`src/supply_monitor_regs.svh`:
```
/*
 * Register offsets, field positions, reset values and timing constants of the supply monitor.
 * Assumes inclusion by bare name; definitions only.
 */
`ifndef SUPPLY_MONITOR_REGS_SVH
`define SUPPLY_MONITOR_REGS_SVH

// ==========================================================================
// register byte addresses
`define OFS_LOW_VOLTAGE_CONTROL  12'h000
`define OFS_MULTI_SOURCE_IRQ_B   12'h004
`define OFS_GLOBAL_IRQ           12'h008
`define OFS_EVENT_STATUS         12'h00c
`define OFS_EVENT_MASK           12'h010

// ==========================================================================
// field positions
`define BIT_SUPPLY_LOW_FLAG      5
`define BIT_DETECTOR_ON          4
`define BIT_TRIP_MSB             2
`define BIT_TRIP_LSB             0
`define BIT_IRQ_REQUEST          6
`define BIT_IRQ_ENABLE           2
`define BIT_GLOBAL_ENABLE        0
`define BIT_EVT_FLAG_RISE        0
`define BIT_EVT_IRQ_REQUEST      1
`define BIT_EVT_WAKE             2
`define EVT_WIDTH                3

// ==========================================================================
// reset values
`define RST_LOW_VOLTAGE_CONTROL  8'h00
`define RST_MULTI_SOURCE_IRQ_B   8'h00
`define RST_EVENTS               3'h0

// ==========================================================================
// timing: printed figures are not given, so these are plain defaults
`define CLK_PERIOD_NS            50
`define IRQ_ASSERT_DELAY_NS      1000
`define IRQ_ASSERT_DELAY_CYC     ((`IRQ_ASSERT_DELAY_NS + `CLK_PERIOD_NS - 1) / `CLK_PERIOD_NS)
`define DELAY_CNT_W              16

`endif

```
`src/supply_monitor_pkg.sv`:
```
/*
 * Types shared by the supply monitor files.
 * Assumes supply_monitor_regs.svh is compiled alongside.
 */
package supply_monitor_pkg;

    typedef struct packed {
        logic [2:0] trip_level_select;
        logic       detector_on;
        logic       supply_low_flag;
    } low_voltage_ctrl_t;

    typedef struct packed {
        logic supply_low_irq_request;
        logic supply_low_irq_enable;
    } irq_bits_t;

    typedef enum logic [2:0] {
        TRIP_1V8,
        TRIP_2V0,
        TRIP_2V4,
        TRIP_2V7,
        TRIP_3V0,
        TRIP_3V3,
        TRIP_3V6,
        TRIP_4V0
    } trip_level_t;

    typedef enum logic [1:0] {
        PWR_RUN,
        PWR_IDLE,
        PWR_SLEEP
    } power_mode_t;

endpackage

```
`src/supply_monitor.sv`:
```
/*
 * Supply monitor: control register, status flag, delayed interrupt request, IDLE wake-up,
 * reached over APB.
 * Assumes an analog comparator that reports supply below the selected trip level, and a
 * power controller that reports IDLE and SLEEP and takes a wake request.
 */
`timescale 1ns/1ps
`include "supply_monitor_regs.svh"
module supply_monitor
    import supply_monitor_pkg::*;
(
    input  wire logic        pclk,
    input  wire logic        presetn,
    input  wire logic        psel,
    input  wire logic        penable,
    input  wire logic        pwrite,
    input  wire logic [11:0] paddr,
    input  wire logic [31:0] pwdata,
    input  wire logic [3:0]  pstrb,
    output logic      [31:0] prdata,
    output logic             pready,
    output logic             pslverr,
    input  wire logic        comparator_below,
    input  wire logic        idle_mode,
    input  wire logic        sleep_mode,
    output logic             detector_power,
    output logic [2:0]       trip_level_code,
    output logic             multi_source_irq_pending,
    output logic             cpu_irq,
    output logic             idle_wake,
    output logic             event_irq
);

    // ======================================================================
    // state
    low_voltage_ctrl_t ctrl;
    irq_bits_t         irq_bits;
    logic              global_irq_enable;
    logic [`EVT_WIDTH-1:0] evt_status;
    logic [`EVT_WIDTH-1:0] evt_mask;
    logic              below_sync;
    logic              flag_prev;
    logic              delay_run;
    logic [`DELAY_CNT_W-1:0] delay_cnt;
    logic              irq_prev;
    logic              detector_active;
    logic              delay_done;
    logic              wr_en;
    logic              rd_en;
    logic              low_byte_wr;
    logic [`EVT_WIDTH-1:0] next_evt_status;
    logic [`EVT_WIDTH-1:0] evt_set;

    function automatic logic addr_hit(input logic [11:0] a, input logic [11:0] ofs);
        addr_hit = (a == ofs);
    endfunction

    function automatic logic addr_mapped(input logic [11:0] a);
        addr_mapped = addr_hit(a, `OFS_LOW_VOLTAGE_CONTROL) | addr_hit(a, `OFS_MULTI_SOURCE_IRQ_B)
                    | addr_hit(a, `OFS_GLOBAL_IRQ) | addr_hit(a, `OFS_EVENT_STATUS)
                    | addr_hit(a, `OFS_EVENT_MASK);
    endfunction

    // ======================================================================
    // comparator crossing
    bit_sync u_below_sync (
        .pclk     (pclk),
        .presetn  (presetn),
        .async_in (comparator_below),
        .sync_out (below_sync)
    );

    // ======================================================================
    // detector power
    assign detector_active = ctrl.detector_on & ~sleep_mode;
    assign detector_power  = detector_active;
    assign trip_level_code = ctrl.trip_level_select;

    // ======================================================================
    // apb decode; zero wait states, so access phase ends in one cycle
    assign pready      = 1'b1;
    assign wr_en       = psel & penable & pwrite;
    assign rd_en       = psel & ~penable & ~pwrite;
    assign low_byte_wr = wr_en & pstrb[0];

    always_ff @(posedge pclk or negedge presetn) begin
        if (!presetn) begin
            pslverr <= 1'b0;
        end else begin
            pslverr <= psel & ~penable & ~addr_mapped(paddr);
        end
    end

    // ======================================================================
    // control register: status flag follows the comparator only while the
    // detector runs; it may toggle many times near the trip level
    always_ff @(posedge pclk or negedge presetn) begin
        if (!presetn) begin
            ctrl <= low_voltage_ctrl_t'(5'(`RST_LOW_VOLTAGE_CONTROL));
        end else begin
            if (low_byte_wr && addr_hit(paddr, `OFS_LOW_VOLTAGE_CONTROL)) begin
                ctrl.detector_on       <= pwdata[`BIT_DETECTOR_ON];
                ctrl.trip_level_select <= pwdata[`BIT_TRIP_MSB:`BIT_TRIP_LSB];
            end
            ctrl.supply_low_flag <= detector_active & below_sync;
        end
    end

    // ======================================================================
    // interrupt delay: restarts on each rising flag, abandons if flag drops,
    // so a hovering supply only raises a request after a stable low period
    assign delay_done = delay_run && (delay_cnt == `DELAY_CNT_W'(`IRQ_ASSERT_DELAY_CYC - 1));

    always_ff @(posedge pclk or negedge presetn) begin
        if (!presetn) begin
            flag_prev <= 1'b0;
            delay_run <= 1'b0;
            delay_cnt <= '0;
        end else begin
            flag_prev <= ctrl.supply_low_flag;
            if (!ctrl.supply_low_flag || !detector_active) begin
                delay_run <= 1'b0;
                delay_cnt <= '0;
            end else if (!flag_prev) begin
                delay_run <= 1'b1;
                delay_cnt <= '0;
            end else if (delay_done) begin
                delay_run <= 1'b0;
            end else if (delay_run) begin
                delay_cnt <= delay_cnt + `DELAY_CNT_W'(1);
            end
        end
    end

    // ======================================================================
    // shared interrupt register; hardware set wins over a software clear
    always_ff @(posedge pclk or negedge presetn) begin
        if (!presetn) begin
            irq_bits <= irq_bits_t'(2'(`RST_MULTI_SOURCE_IRQ_B));
        end else begin
            if (low_byte_wr && addr_hit(paddr, `OFS_MULTI_SOURCE_IRQ_B)) begin
                irq_bits.supply_low_irq_request <= pwdata[`BIT_IRQ_REQUEST];
                irq_bits.supply_low_irq_enable  <= pwdata[`BIT_IRQ_ENABLE];
            end
            if (delay_done && detector_active) begin
                irq_bits.supply_low_irq_request <= 1'b1;
            end
        end
    end

    always_ff @(posedge pclk or negedge presetn) begin
        if (!presetn) begin
            global_irq_enable <= 1'b0;
        end else if (low_byte_wr && addr_hit(paddr, `OFS_GLOBAL_IRQ)) begin
            global_irq_enable <= pwdata[`BIT_GLOBAL_ENABLE];
        end
    end

    assign multi_source_irq_pending = irq_bits.supply_low_irq_request
                                    & irq_bits.supply_low_irq_enable;
    assign cpu_irq = multi_source_irq_pending & global_irq_enable;

    // ======================================================================
    // wake from idle: a request that rises while idle wakes the device; a
    // flag preset before idle shows no rise, so no wake follows
    always_ff @(posedge pclk or negedge presetn) begin
        if (!presetn) begin
            irq_prev  <= 1'b0;
            idle_wake <= 1'b0;
        end else begin
            irq_prev  <= irq_bits.supply_low_irq_request;
            idle_wake <= idle_mode & irq_bits.supply_low_irq_request & ~irq_prev;
        end
    end

    // ======================================================================
    // event status and mask, write one to clear, set beats clear
    assign evt_set[`BIT_EVT_FLAG_RISE]   = ctrl.supply_low_flag & ~flag_prev;
    assign evt_set[`BIT_EVT_IRQ_REQUEST] = delay_done & detector_active;
    assign evt_set[`BIT_EVT_WAKE]        = idle_wake;

    always_comb begin
        next_evt_status = evt_status;
        if (low_byte_wr && addr_hit(paddr, `OFS_EVENT_STATUS)) begin
            next_evt_status = evt_status & ~pwdata[`EVT_WIDTH-1:0];
        end
        next_evt_status = next_evt_status | evt_set;
    end

    always_ff @(posedge pclk or negedge presetn) begin
        if (!presetn) begin
            evt_status <= `RST_EVENTS;
        end else begin
            evt_status <= next_evt_status;
        end
    end

    always_ff @(posedge pclk or negedge presetn) begin
        if (!presetn) begin
            evt_mask <= `RST_EVENTS;
        end else if (low_byte_wr && addr_hit(paddr, `OFS_EVENT_MASK)) begin
            evt_mask <= pwdata[`EVT_WIDTH-1:0];
        end
    end

    assign event_irq = |(evt_status & evt_mask);

    // ======================================================================
    // read data, captured in setup phase; unused bits read zero
    always_ff @(posedge pclk or negedge presetn) begin
        if (!presetn) begin
            prdata <= '0;
        end else if (rd_en) begin
            prdata <= '0;
            if (addr_hit(paddr, `OFS_LOW_VOLTAGE_CONTROL)) begin
                prdata[`BIT_SUPPLY_LOW_FLAG]          <= ctrl.supply_low_flag;
                prdata[`BIT_DETECTOR_ON]              <= ctrl.detector_on;
                prdata[`BIT_TRIP_MSB:`BIT_TRIP_LSB]   <= ctrl.trip_level_select;
            end else if (addr_hit(paddr, `OFS_MULTI_SOURCE_IRQ_B)) begin
                prdata[`BIT_IRQ_REQUEST] <= irq_bits.supply_low_irq_request;
                prdata[`BIT_IRQ_ENABLE]  <= irq_bits.supply_low_irq_enable;
            end else if (addr_hit(paddr, `OFS_GLOBAL_IRQ)) begin
                prdata[`BIT_GLOBAL_ENABLE] <= global_irq_enable;
            end else if (addr_hit(paddr, `OFS_EVENT_STATUS)) begin
                prdata[`EVT_WIDTH-1:0] <= evt_status;
            end else if (addr_hit(paddr, `OFS_EVENT_MASK)) begin
                prdata[`EVT_WIDTH-1:0] <= evt_mask;
            end
        end
    end

endmodule

```
`src/bit_sync.sv`:
```
/*
 * Two flip-flop synchroniser for one level.
 * Assumes the input may change at any time relative to pclk.
 */
`timescale 1ns/1ps
module bit_sync (
    input  wire logic pclk,
    input  wire logic presetn,
    input  wire logic async_in,
    output logic      sync_out
);
    logic stage1;

    always_ff @(posedge pclk or negedge presetn) begin
        if (!presetn) begin
            stage1   <= 1'b0;
            sync_out <= 1'b0;
        end else begin
            stage1   <= async_in;
            sync_out <= stage1;
        end
    end
endmodule

```
`config.mk`:
```
export PLATFORM = sky130hd
export DESIGN_NAME = supply_monitor
export DESIGN_NICKNAME = d
export VERILOG_FILES = /design/src/supply_monitor_pkg.sv /design/src/supply_monitor.sv /design/src/bit_sync.sv
export VERILOG_INCLUDE_DIRS = /design/src
export SDC_FILE = /design/constraint.sdc
export NUM_CORES = 1
export LEC_CHECK = 0
export ABC_AREA = 1
export BUFFER_PORTS_ARGS = -buffer_cell sky130_fd_sc_hd__buf_2
export CAP_MARGIN = 5
export CORE_AREA = 2 2 78 80
export CTS_CLUSTER_SIZE = 28
export DETAILED_ROUTE_END_ITERATION = 8
export DIE_AREA = 0 0 80 82
export PLACE_DENSITY = 0.75
export SYNTH_ARGS = -nofsm -noshare
export SYNTH_HDL_FRONTEND = slang
export SYNTH_SLANG_ARGS = --single-unit
```
`constraint.sdc`:
```
create_clock -name pclk -period 2.29 [get_ports pclk]
set_clock_uncertainty 0.2 [all_clocks]
set_input_delay 0.3435 -clock pclk [delete_from_list [all_inputs] [get_ports pclk]]
set_output_delay 0.3435 -clock pclk [all_outputs]
set_load 0.05 [all_outputs]
```
**Word-level counts from Yosys, hierarchy flattened**

Cells that the tools add are included.

- Bits of input ports: 56
- Output and inout port bits: 42
- Memory bits (read-only): 0
- Memories kept: 0
- Register bits after elaboration: 43
- Logic and storage cells: 88
- Memory bits (writable): 0
- Latch bits: 0

- Muxes and demuxes: 20
- $mul: 0
- Bitwise logic cells: 28
- Reduce and logical (&&, ||, !) cells: 14
- Equality and inequality tests: 8
- Shift-type cells: 0
- Order comparisons: 0
- Add/subtract/negate cells: 1
- Div/mod/pow operators: 0

Operators with widths:

| cell | number |
|---|---|
| 16-bit two-way mux | 4 |
| 12-bit by 4-bit == test with 1-bit output (second input constant) | 2 |
| 16-bit by 1-bit adder with 16-bit output (second input constant) | 1 |
| 16-bit by 5-bit == test with 1-bit output (second input constant) | 1 |
| 1-bit AND | 14 |
| 12-bit by 3-bit == test with 1-bit output (second input constant) | 1 |
| 12-bit by 5-bit == test with 1-bit output (second input constant) | 1 |
| 12-bit zero test | 1 |
| 3-bit two-way mux | 4 |
| 1-bit two-way mux | 8 |
| 2-bit two-way mux | 4 |
| 1-bit logical AND | 7 |
| 3-bit AND | 2 |
| 3-bit by 1-bit != test with 1-bit output (second input constant) | 2 |
| 1-bit inverter | 6 |
| 1-bit bitwise OR | 4 |
| 3-bit by 2-bit != test with 1-bit output (second input constant) | 1 |
| 3-bit inverter | 1 |
| 3-bit bitwise OR | 1 |
| 3-bit OR reduction | 1 |
| 1-bit zero test | 2 |
| 2-bit AND reduction | 1 |
| 2-bit nonzero test | 1 |
| 1-bit logical OR | 1 |

**Longest topological paths before layout**

Gate-level depths: netlist of the first run.

- Word-level depth: 7
- Depth in mapped cells: 11

**Cells and area by module**

From an unflattened synthesis of the first run, not the netlist that was laid out.

- Cells, all modules: 352
- Area total of the unflattened synthesis: 2642.5 um^2

Modules (own cells, without submodules):

| module | area an instance (um^2) | cells an instance | instances | seq. area each (um^2) |
|---|---|---|---|---|
| supply_monitor | 2592.5 | 350 | 1 | 1026.0 |
| bit_sync | 50.0 | 2 | 1 | 50.0 |

**Least setup slack after synthesis of the first run**

No wires, ideal clock.

- Path kind: register -> register
- Start: register ctrl[1] (netlist bit)
- End: register delay_cnt[10]
- Period minus slack after synthesis: 1960 ps
- Path buffers: 1
- Setup slack: 330 ps
- Cell stages (with the launch flop): 9
- Arrival time: 1643 ps
- Cells stage by stage: dfrtp_1 -> inv_1 -> nor2_2 -> nand2_1 -> nor2_8 -> nand2_4 -> buf_6 -> nand3_1 -> nand2_1

- Cells in the longest elaborated chain, start to end: 5

Ends and longest elaborated chain:

| element | RTL line | RTL |
|---|---|---|
| start, declared | supply_monitor.sv:36 | `low_voltage_ctrl_t ctrl;` |
| start signal, assigned | supply_monitor.sv:99 | `` ctrl <= low_voltage_ctrl_t'(5'(`RST_LOW_VOLTAGE_CONTROL)); `` |
| 1-bit AND * | supply_monitor.sv:75 | `assign detector_active = ctrl.detector_on & ~sleep_mode;` |
| named net detector_power | supply_monitor.sv:26 | `output logic detector_power,` |
| 1-bit zero test * | supply_monitor.sv:121 | `if (!ctrl.supply_low_flag \|\| !detector_active) begin` |
| 1-bit logical OR * | supply_monitor.sv:121 |  |
| 3-bit by 2-bit != test with 1-bit output (no line) / 3-bit by 1-bit != test with 1-bit output (equally long branches) | n/a |  |
| 2-bit AND reduction (no line) | n/a |  |
| end signal, assigned | supply_monitor.sv:130 | `` delay_cnt <= delay_cnt + `DELAY_CNT_W'(1); `` |
| end, declared | supply_monitor.sv:44 | `` logic [`DELAY_CNT_W-1:0] delay_cnt; `` |

The timed path passes the listed nets; every way through them passes the cells marked *.
A chain may end at the register's enable or synchronous reset.

**Worst setup path in the final report of the first run**

- Start: register delay_cnt[0]
- End: register delay_cnt[12]

- Cells in the longest elaborated chain, start to end: 5

Ends and longest elaborated chain:

| element | RTL line | RTL |
|---|---|---|
| 16-bit by 1-bit adder with 16-bit output | supply_monitor.sv:130 |  |
| 16-bit two-way mux | supply_monitor.sv:129 | `end else if (delay_run) begin` |
| 16-bit two-way mux | supply_monitor.sv:127 | `end else if (delay_done) begin` |
| 16-bit two-way mux | supply_monitor.sv:124 | `end else if (!flag_prev) begin` |
| 16-bit two-way mux | supply_monitor.sv:121 |  |

Parallel ways exist; a longest one is shown, timed or not. The select of a mux whose other input is x is not followed.

==> results of run 1 <==
## cell usage after synthesis, types with 2 or more instances
| cell type | instances |
|---|---|
| a21boi_0 | 2 |
| a21oi_1 | 2 |
| buf_4 | 32 |
| buf_6 | 3 |
| conb_1 | 2 |
| dfrtp_1 | 43 |
| inv_1 | 39 |
| nand2_1 | 104 |
| nand2_2 | 2 |
| nand2_4 | 2 |
| nand3_1 | 38 |
| nand4_1 | 12 |
| nor2_1 | 44 |
| nor2_2 | 5 |
| nor2_4 | 4 |
| nor3_1 | 4 |
| nor3b_1 | 2 |
| o21a_1 | 4 |
| o21ai_0 | 17 |
| o21ai_2 | 2 |
| o31ai_1 | 3 |
| xor2_1 | 3 |
## what timing repair did
action,in CTS,in global routing
endpoints found under the hold margin,23,0
hold buffers,2,0
resized for setup,0,0
## layout make-up
| class | instances | area, sq um | share of cell area |
|---|---|---|---|
| clock buffers | 6 | 72.6 | 0.0241 |
| flip-flops and latches | 43 | 1080 | 0.358 |
| multi-input cells | 283 | 1340 | 0.445 |
| clock inverters | 1 | 30.0 | 0.00999 |
| well taps | 75 | 93.8 | 0.0312 |
| inverters | 40 | 155 | 0.0516 |
| repair buffers | 43 | 240 | 0.0799 |
## sequential cells by signal, indices dropped and copies added, names as in the netlist, 2 cells and up
signal,cells
ctrl,2
delay_cnt,16
evt_mask,3
evt_status,3
irq_bits,2
prdata,6
trip_level_code,3
## stage by stage
| step | setup WS (ns) | area [sq um] | utilization | power (mW) |
|---|---|---|---|---|
| 2_1_floorplan | 0.330 | 2870 | - | 0.966 |
| 3_3_place_gp | 0.356 | 2880 | 0.502 | 0.982 |
| 3_5_place_dp | 0.321 | 2880 | 0.502 | 0.984 |
| 4_1_cts | 0.323 | 3010 | 0.523 | 1.56 |
| 5_1_grt | 0.104 | 3010 | 0.523 | 1.61 |
| 6_report | 0.331 | 3010 | 0.523 | 1.54 |
## worst max-delay path: stages, from the launching register on
cell and delay (ns):
dfrtp_1 0.44, ha_1 0.32, nand3_1 0.20, nor2_2 0.25, nand2_1 0.08, nor2_1 0.12
nand3_1 0.10, nand2_1 0.08, nand2_1 0.05, nor2_1 0.08
## metal layers
| metal | vias to the layer above | GRT usage |
|---|---|---|
| met2 | 72 | 0.339 |
| met4 | 0 | 0.0661 |
| met5 | - | 0 |
| li1 | 1218 | - |
| met3 | 10 | 0.0352 |
| met1 | 1120 | 0.232 |
## power by group through the flow
stage	Sequential, mW	Combinational [mW]	Clock [mW]
floorplan	0.790	0.176	0
global placement	0.788	0.194	0
detailed placement	0.788	0.196	0
CTS	0.773	0.199	0.585
global route	0.774	0.216	0.621
finish	0.773	0.198	0.568
## cells by family after synthesis
logic type / share of synthesized area
AO/OA/AOI/OAI: 0.0695
XOR/XNOR: 0.0126
adder cells (fa/ha/maj): 0.00451
buffers and inverters: 0.163
flip-flops: 0.388
other: 0.00271
AND/OR/NAND/NOR: 0.359
## path summary, 6_finish.rpt
path                                     start                    end  slack (ns)  depth (start not counted)
min in group asynchronous              presetn                pslverr        0.36                          2
min                                 sleep_mode                ctrl[0]        0.05                          2
max                               delay_cnt[0]          delay_cnt[12]        0.33                          9
max in group asynchronous              presetn              prdata[6]        1.01                          3
min reg2reg                u_below_sync.stage1  u_below_sync.sync_out        0.15                          0
max reg2reg                       delay_cnt[0]          delay_cnt[12]        0.33                          9
==> metrics.md, run 1 <==
| Metric | Value |
|---|---|
| Internal cell power | 1.12 mW |
| Layout Cells excl Fill | 491 |
| Peak VDD IR | 0.378 mV |
| CTS tree | done |
| Gr usage total | 0.190 |
| WP data required | 2.31 ns |
| Mapped Avg Cell Area | 7.34 sq um |
| Slew Limit Fails | 0 |
| Clock power frac | 0.369 |
| Clock transition at the registers of the reported paths | 0.08 ns |
| Relative max-transition margin | 0.625 |
| RSZ-0062 raised after global routing | no |
| Most common cell after layout, fill and taps aside | nand2_1 |
| CP Class | reg -> reg |
| Met3 routed WL | 300 um |
| CTS sink count | 43 |
| Starting Density | 0.483 |
| First-pass GRT wire length | 9.71 mm |
| Vias in the first global route | 2186 |
| Clk_lat worst skew | 0.29 ns |
| WL final | 5.84 mm |
| Die height | 82 um |
| Vias | 2420 |
| Met1 WL | 2.60 mm |
| # DRC | 0 |
| Die span in x | 80 um |
| Worst-path maximum fanout | 6 |
| Reg power frac | 0.502 |
| PD cells | 512 nW/um^2 |
| Synth top area share | 0.388 |
| Hold crit path type | in -> reg |
| Antenna violations before repair | 0 |
| Root Buffer | clkbuf_8 |
| CP Capture Type | register |
| Dpl cells | 482 |
| Fmax | 0.510 GHz |
| Status | finished, final reports clean |
| Tightest Pin Transition | 0.563 ns |
| WL per Instance | 11.9 um |
| P&R area growth vs syn | 8.39% |
| Max Used Layer | met4 |
| Most frequent cells in the layout | nand2_1 (104), nor2_1 (44), dfrtp_1 (43), buf_2 (40), inv_1 (39) |
| Combinational power share | 0.129 |
| Fillers | 571 |
| Yosys cell types | 31 |
| Main synth FF type | dfrtp_1 |
| Drt first pass iters | 4 |
| Area of the mapped netlist | 2770 sq um |
| Period utilization | 0.856 |
| Dpl hpwl | 4.53 mm |
| I/O pin cnt | 98 |
| Core Region | 5750 sq um |
| DR vias/cell | 4.93 |
| I/O Buffers | 40 |
| Async SR Flop Fraction | 1.00 |
| Final Setup Violations | 0 |
| Setup bufs post-CTS | 0 |
| Gr ovfl total | 0 |
| Final TNS setup | 0 ns |
| Tmin final | 1.96 ns |
| Gpl congestion | 0.903 |
| Top cells by area, synth | dfrtp_1 (39%), nand2_1 (14%), buf_4 (8.7%) |
| CTS Buf Count | 5 |
| Final antenna-violating net count | 0 |
| Final Hold Vio Count | 0 |
| Ant diodes | 0 |
| Yosys top cell by area | dfrtp_1 |
| Worst hold margin | 0.0527 ns |
| Htree depth | 2 |
| CP Launch Type | register |
| Max Cap Viol | 0 |
| Layout cell share with drive strength beyond 1 | 0.156 |
| Gate Count Post-Synth | 378 |
| Sequential area share after synthesis | 0.388 |
| Metal2 WL | 2.84 mm |
| DRT iter0 DRCs | 97 |
| Clock buffer depth | 2 |
| Largest net degree at the start of global routing | 24 |
| Switch share | 0.273 |
| Flops & latches, synth | 43 |
| Post-synth EDFFs | 0 |
| Critical path arrival | 1.98 ns |
| FP Rows | 28 |
| Net Switching | 420 uW |
| Yosys warnings | 0 |
| Die area | 6560 sq um |
| Leakage power | 1.54 nW |
| Layout Nets | 473 |
(Power assumes the default switching activity.)
==> inputs of run 2 (changes only) <==
Settings changed: CORE_AREA 2 2 78 80 to 2 2 82 84, DIE_AREA 0 0 80 82 to 0 0 84 86, PLACE_DENSITY 0.75 to 0.8.
Clock period 2.29 ns to 1.6 ns, I/O delays scaled along.
==> run 2 against run 1 <==
  * The flow now finishes with violations (setup timing)
  * Sequential share of layout area fell by 5.9 points
  * Final cell count rose by 11%
  * Register-to-register slack got worse by 0.39 ns
  * Sequential power rose by 42%
  * Die area rose by 10%
  * Flip-flop and latch count did not move
  * Setup slack got worse by 0.39 ns
  * First-iteration DRC count rose by 90%
  * Cell area rose by 20%
  * Clock-buffer cell count fell by 1
  * Worst hold slack got worse by 0.0060 ns
  * Non-clock buffer count rose by 47
  * Largest cell class unchanged
==> metrics.md, run 2 (synthesized netlist as in run 1, its figures left out) <==
| Metric | Value |
|---|---|
| Combinational power share | 0.148 (+0.019) |
| RSZ-0062 raised after global routing | yes |
| Net Switching | 661 uW (+57%) |
| Most frequent cells in the layout | nand2_1 (98), buf_4 (40), dfrtp_1 (39), inv_1 (37), buf_2 (36) |
| P&R area growth vs syn | 30.2% |
| CTS tree | done |
| PnR worst setup slack | -0.0629 ns (-0.394 ns) |
| Final Power | 2.31 mW (+50%) |
| First-pass GRT wire length | 11.6 mm (+19%) |
| Vias | 2703 (+12%) |
| WP data required | 1.60 ns (-0.71 ns) |
| Vias in the first global route | 2544 (+16%) |
| CP Capture Type | register |
| Die span in x | 84 um (+5.0%) |
| CTS Buf Count | 5 (unchanged) |
| Final Hold Vio Count | 0 (unchanged) |
| Fillers | 532 (-6.8%) |
| Clock power frac | 0.373 (+0.004) |
| Hold crit path type | in -> reg |
| Peak VDD IR | 0.668 mV (+77%) |
| Global route hottest layer | met2 |
| DRT iter0 DRCs | 184 (+90%) |
| Leakage power | 1.81 nW (+17%) |
| Reg power frac | 0.479 (-0.023) |
| Register area | 1080 sq um (+0.47%) |
| Final Setup Violations | 16 (+16) |
| Status | finished with violations |
| Most common cell after layout, fill and taps aside | nand2_1 |
| WL per Instance | 13.1 um (+10%) |
| Met1 track demand over resource | 0.231 (-0.000428) |
| I/O pin cnt | 98 (unchanged) |
| Die height | 86 um (+4.9%) |
| Placed Area | 3200 sq um (+11%) |
| Starting Density | 0.442 (-0.0409) |
| Largest Register | delay_cnt |
| Core Region | 6280 sq um (+9.3%) |
| Die area | 7220 sq um (+10%) |
| Slew Limit Fails | 0 (unchanged) |
| Drt first pass iters | 4 (unchanged) |
| FP Rows | 29 (+3.6%) |
| # DRC | 0 (unchanged) |
| Max Cap Viol | 0 (unchanged) |
| Largest registers | delay_cnt: 16 flops, prdata: 6 flops |
| Clock transition at the registers of the reported paths | 0.08 ns (about the same) |
| Period utilization | 1.04 (+0.184) |
| Antenna violations before repair | 0 (unchanged) |
| Gpl congestion | 0.894 (-0.94%) |
| Switch share | 0.286 (+0.0137) |
| Worst-path maximum fanout | 6 (unchanged) |
| Final antenna-violating net count | 0 (unchanged) |
| Layout Nets | 522 (+10%) |
| DR vias/cell | 4.98 (+1.0%) |
| Root Buffer | clkbuf_8 |
| Internal cell power | 1.65 mW (+47%) |
| Critical path arrival | 1.66 ns (-0.32 ns) |
| Clk_lat worst skew | 0.30 ns (about the same) |
| Largest net degree at the start of global routing | 44 (+83%) |
| Fmax | 0.601 GHz (+18%) |
| Met3 global-route usage | 0.0375 (+0.00237) |
| Max reg flops | 16 (unchanged) |
| Gr usage total | 0.201 (+0.0106) |
| GR Util met2 | 0.360 (+0.0208) |
| Dpl hpwl | 4.83 mm (+6.6%) |
| Multi-input gate area | 1500 sq um (+12%) |
| Gr ovfl total | 0 (unchanged) |
| Layout cell share with drive strength beyond 1 | 0.305 (+0.148) |
| CP Class | reg -> reg |
| PD cells | 639 nW/um^2 (+25%) |
| CTS sink count | 43 (unchanged) |
| Clock buffer depth | 2 (unchanged) |
| Failing checks | setup timing |
| Tmin final | 1.66 ns (-0.296 ns) |
| WL final | 7.10 mm (+22%) |
| CP Launch Type | register |
| Ant diodes | 0 (unchanged) |
| Fin area | 3610 sq um (+20%) |
| Htree depth | 2 (unchanged) |
| I/O Buffers | 40 (unchanged) |
[run 2: cell count changes in the layout (fill, tap and decap cells not counted), moves of 6 or more]
cell	delta
buf_4	+40
nand3_1	-10
nor2_1	-9
nand2_1	-6
dlygate4sd3_1	+6
nand3_2	+8
[run 2: area by class of cell]
class,count,share of cell area
clock buffer,5,0.0191
clock inverter,3,0.0121
inverter,40,0.0436
multi-input combinational,284,0.416
sequential,43,0.299
tap,77,0.0267
timing repair buffer,90,0.180
timing repair inverter,1,0.00312
[run 2: worst paths after layout]
check | startpoint | to | slack (ns) | cells after the start
setup reg to reg | delay_cnt[3] | delay_cnt[0] | -0.06 | 8
setup / recovery | delay_cnt[3] | delay_cnt[0] | -0.06 | 8
min in group asynchronous | presetn | delay_cnt[0] | 0.22 | 3
max in group asynchronous | presetn | delay_cnt[3] | 0.73 | 3
hold / removal | pwdata[6] | irq_bits[1] | 0.05 | 3
hold reg to reg | u_below_sync.stage1 | u_below_sync.sync_out | 0.15 | 0
[run 2: critical path, stage by stage (launching register included)]
cell	delay, ns
dfrtp_2	0.48
nor2_4	0.11
nand3_2	0.09
nor2_4	0.14
nand2_2	0.09
nand2_4	0.13
buf_6	0.12
nor2_2	0.04
o21a_1	0.16
[run 2: metal layers]
layer  vias to the layer above  share of wire  wire length, um
li1                       1319              -                -
met1                      1245           0.40             2840
met2                       120           0.51             3590
met3                        19          0.066              472
met4                         0          0.029              205
met5                         -              0                0
[run 2: through the flow]
stage,util,setup TNS [ns],worst slack (ns),hold WS (ns),std cells
3_3_place_gp,0.510,-0.624,-0.0702,0.0303,516
6_report,0.575,-0.529,-0.0629,0.0468,543
4_1_cts,0.558,-0.0501,-0.0190,0.0247,537
2_1_floorplan,-,-0.0695,-0.00936,-0.256,403
3_5_place_dp,0.510,-1.56,-0.130,0.0346,516
5_1_grt,0.575,-1.64,-0.117,0.0415,543
[run 2: timing repair]
action	CTS	global route
buffers inserted	3	6
hold buffers	8	0
endpoints found under the hold margin	50	0
resized for setup	20	22
pin swaps	8	11
endpoints found under the setup margin	19	19
gates cloned	2	0
[run 2: power groups by stage]
stage | clock, mW | combinational, mW | sequential, mW
floorplan | 0 | 0.256 | 1.13
global placement | 0 | 0.304 | 1.13
detailed placement | 0 | 0.309 | 1.13
CTS | 0.891 | 0.337 | 1.11
global route | 0.930 | 0.365 | 1.11
finish | 0.862 | 0.342 | 1.10
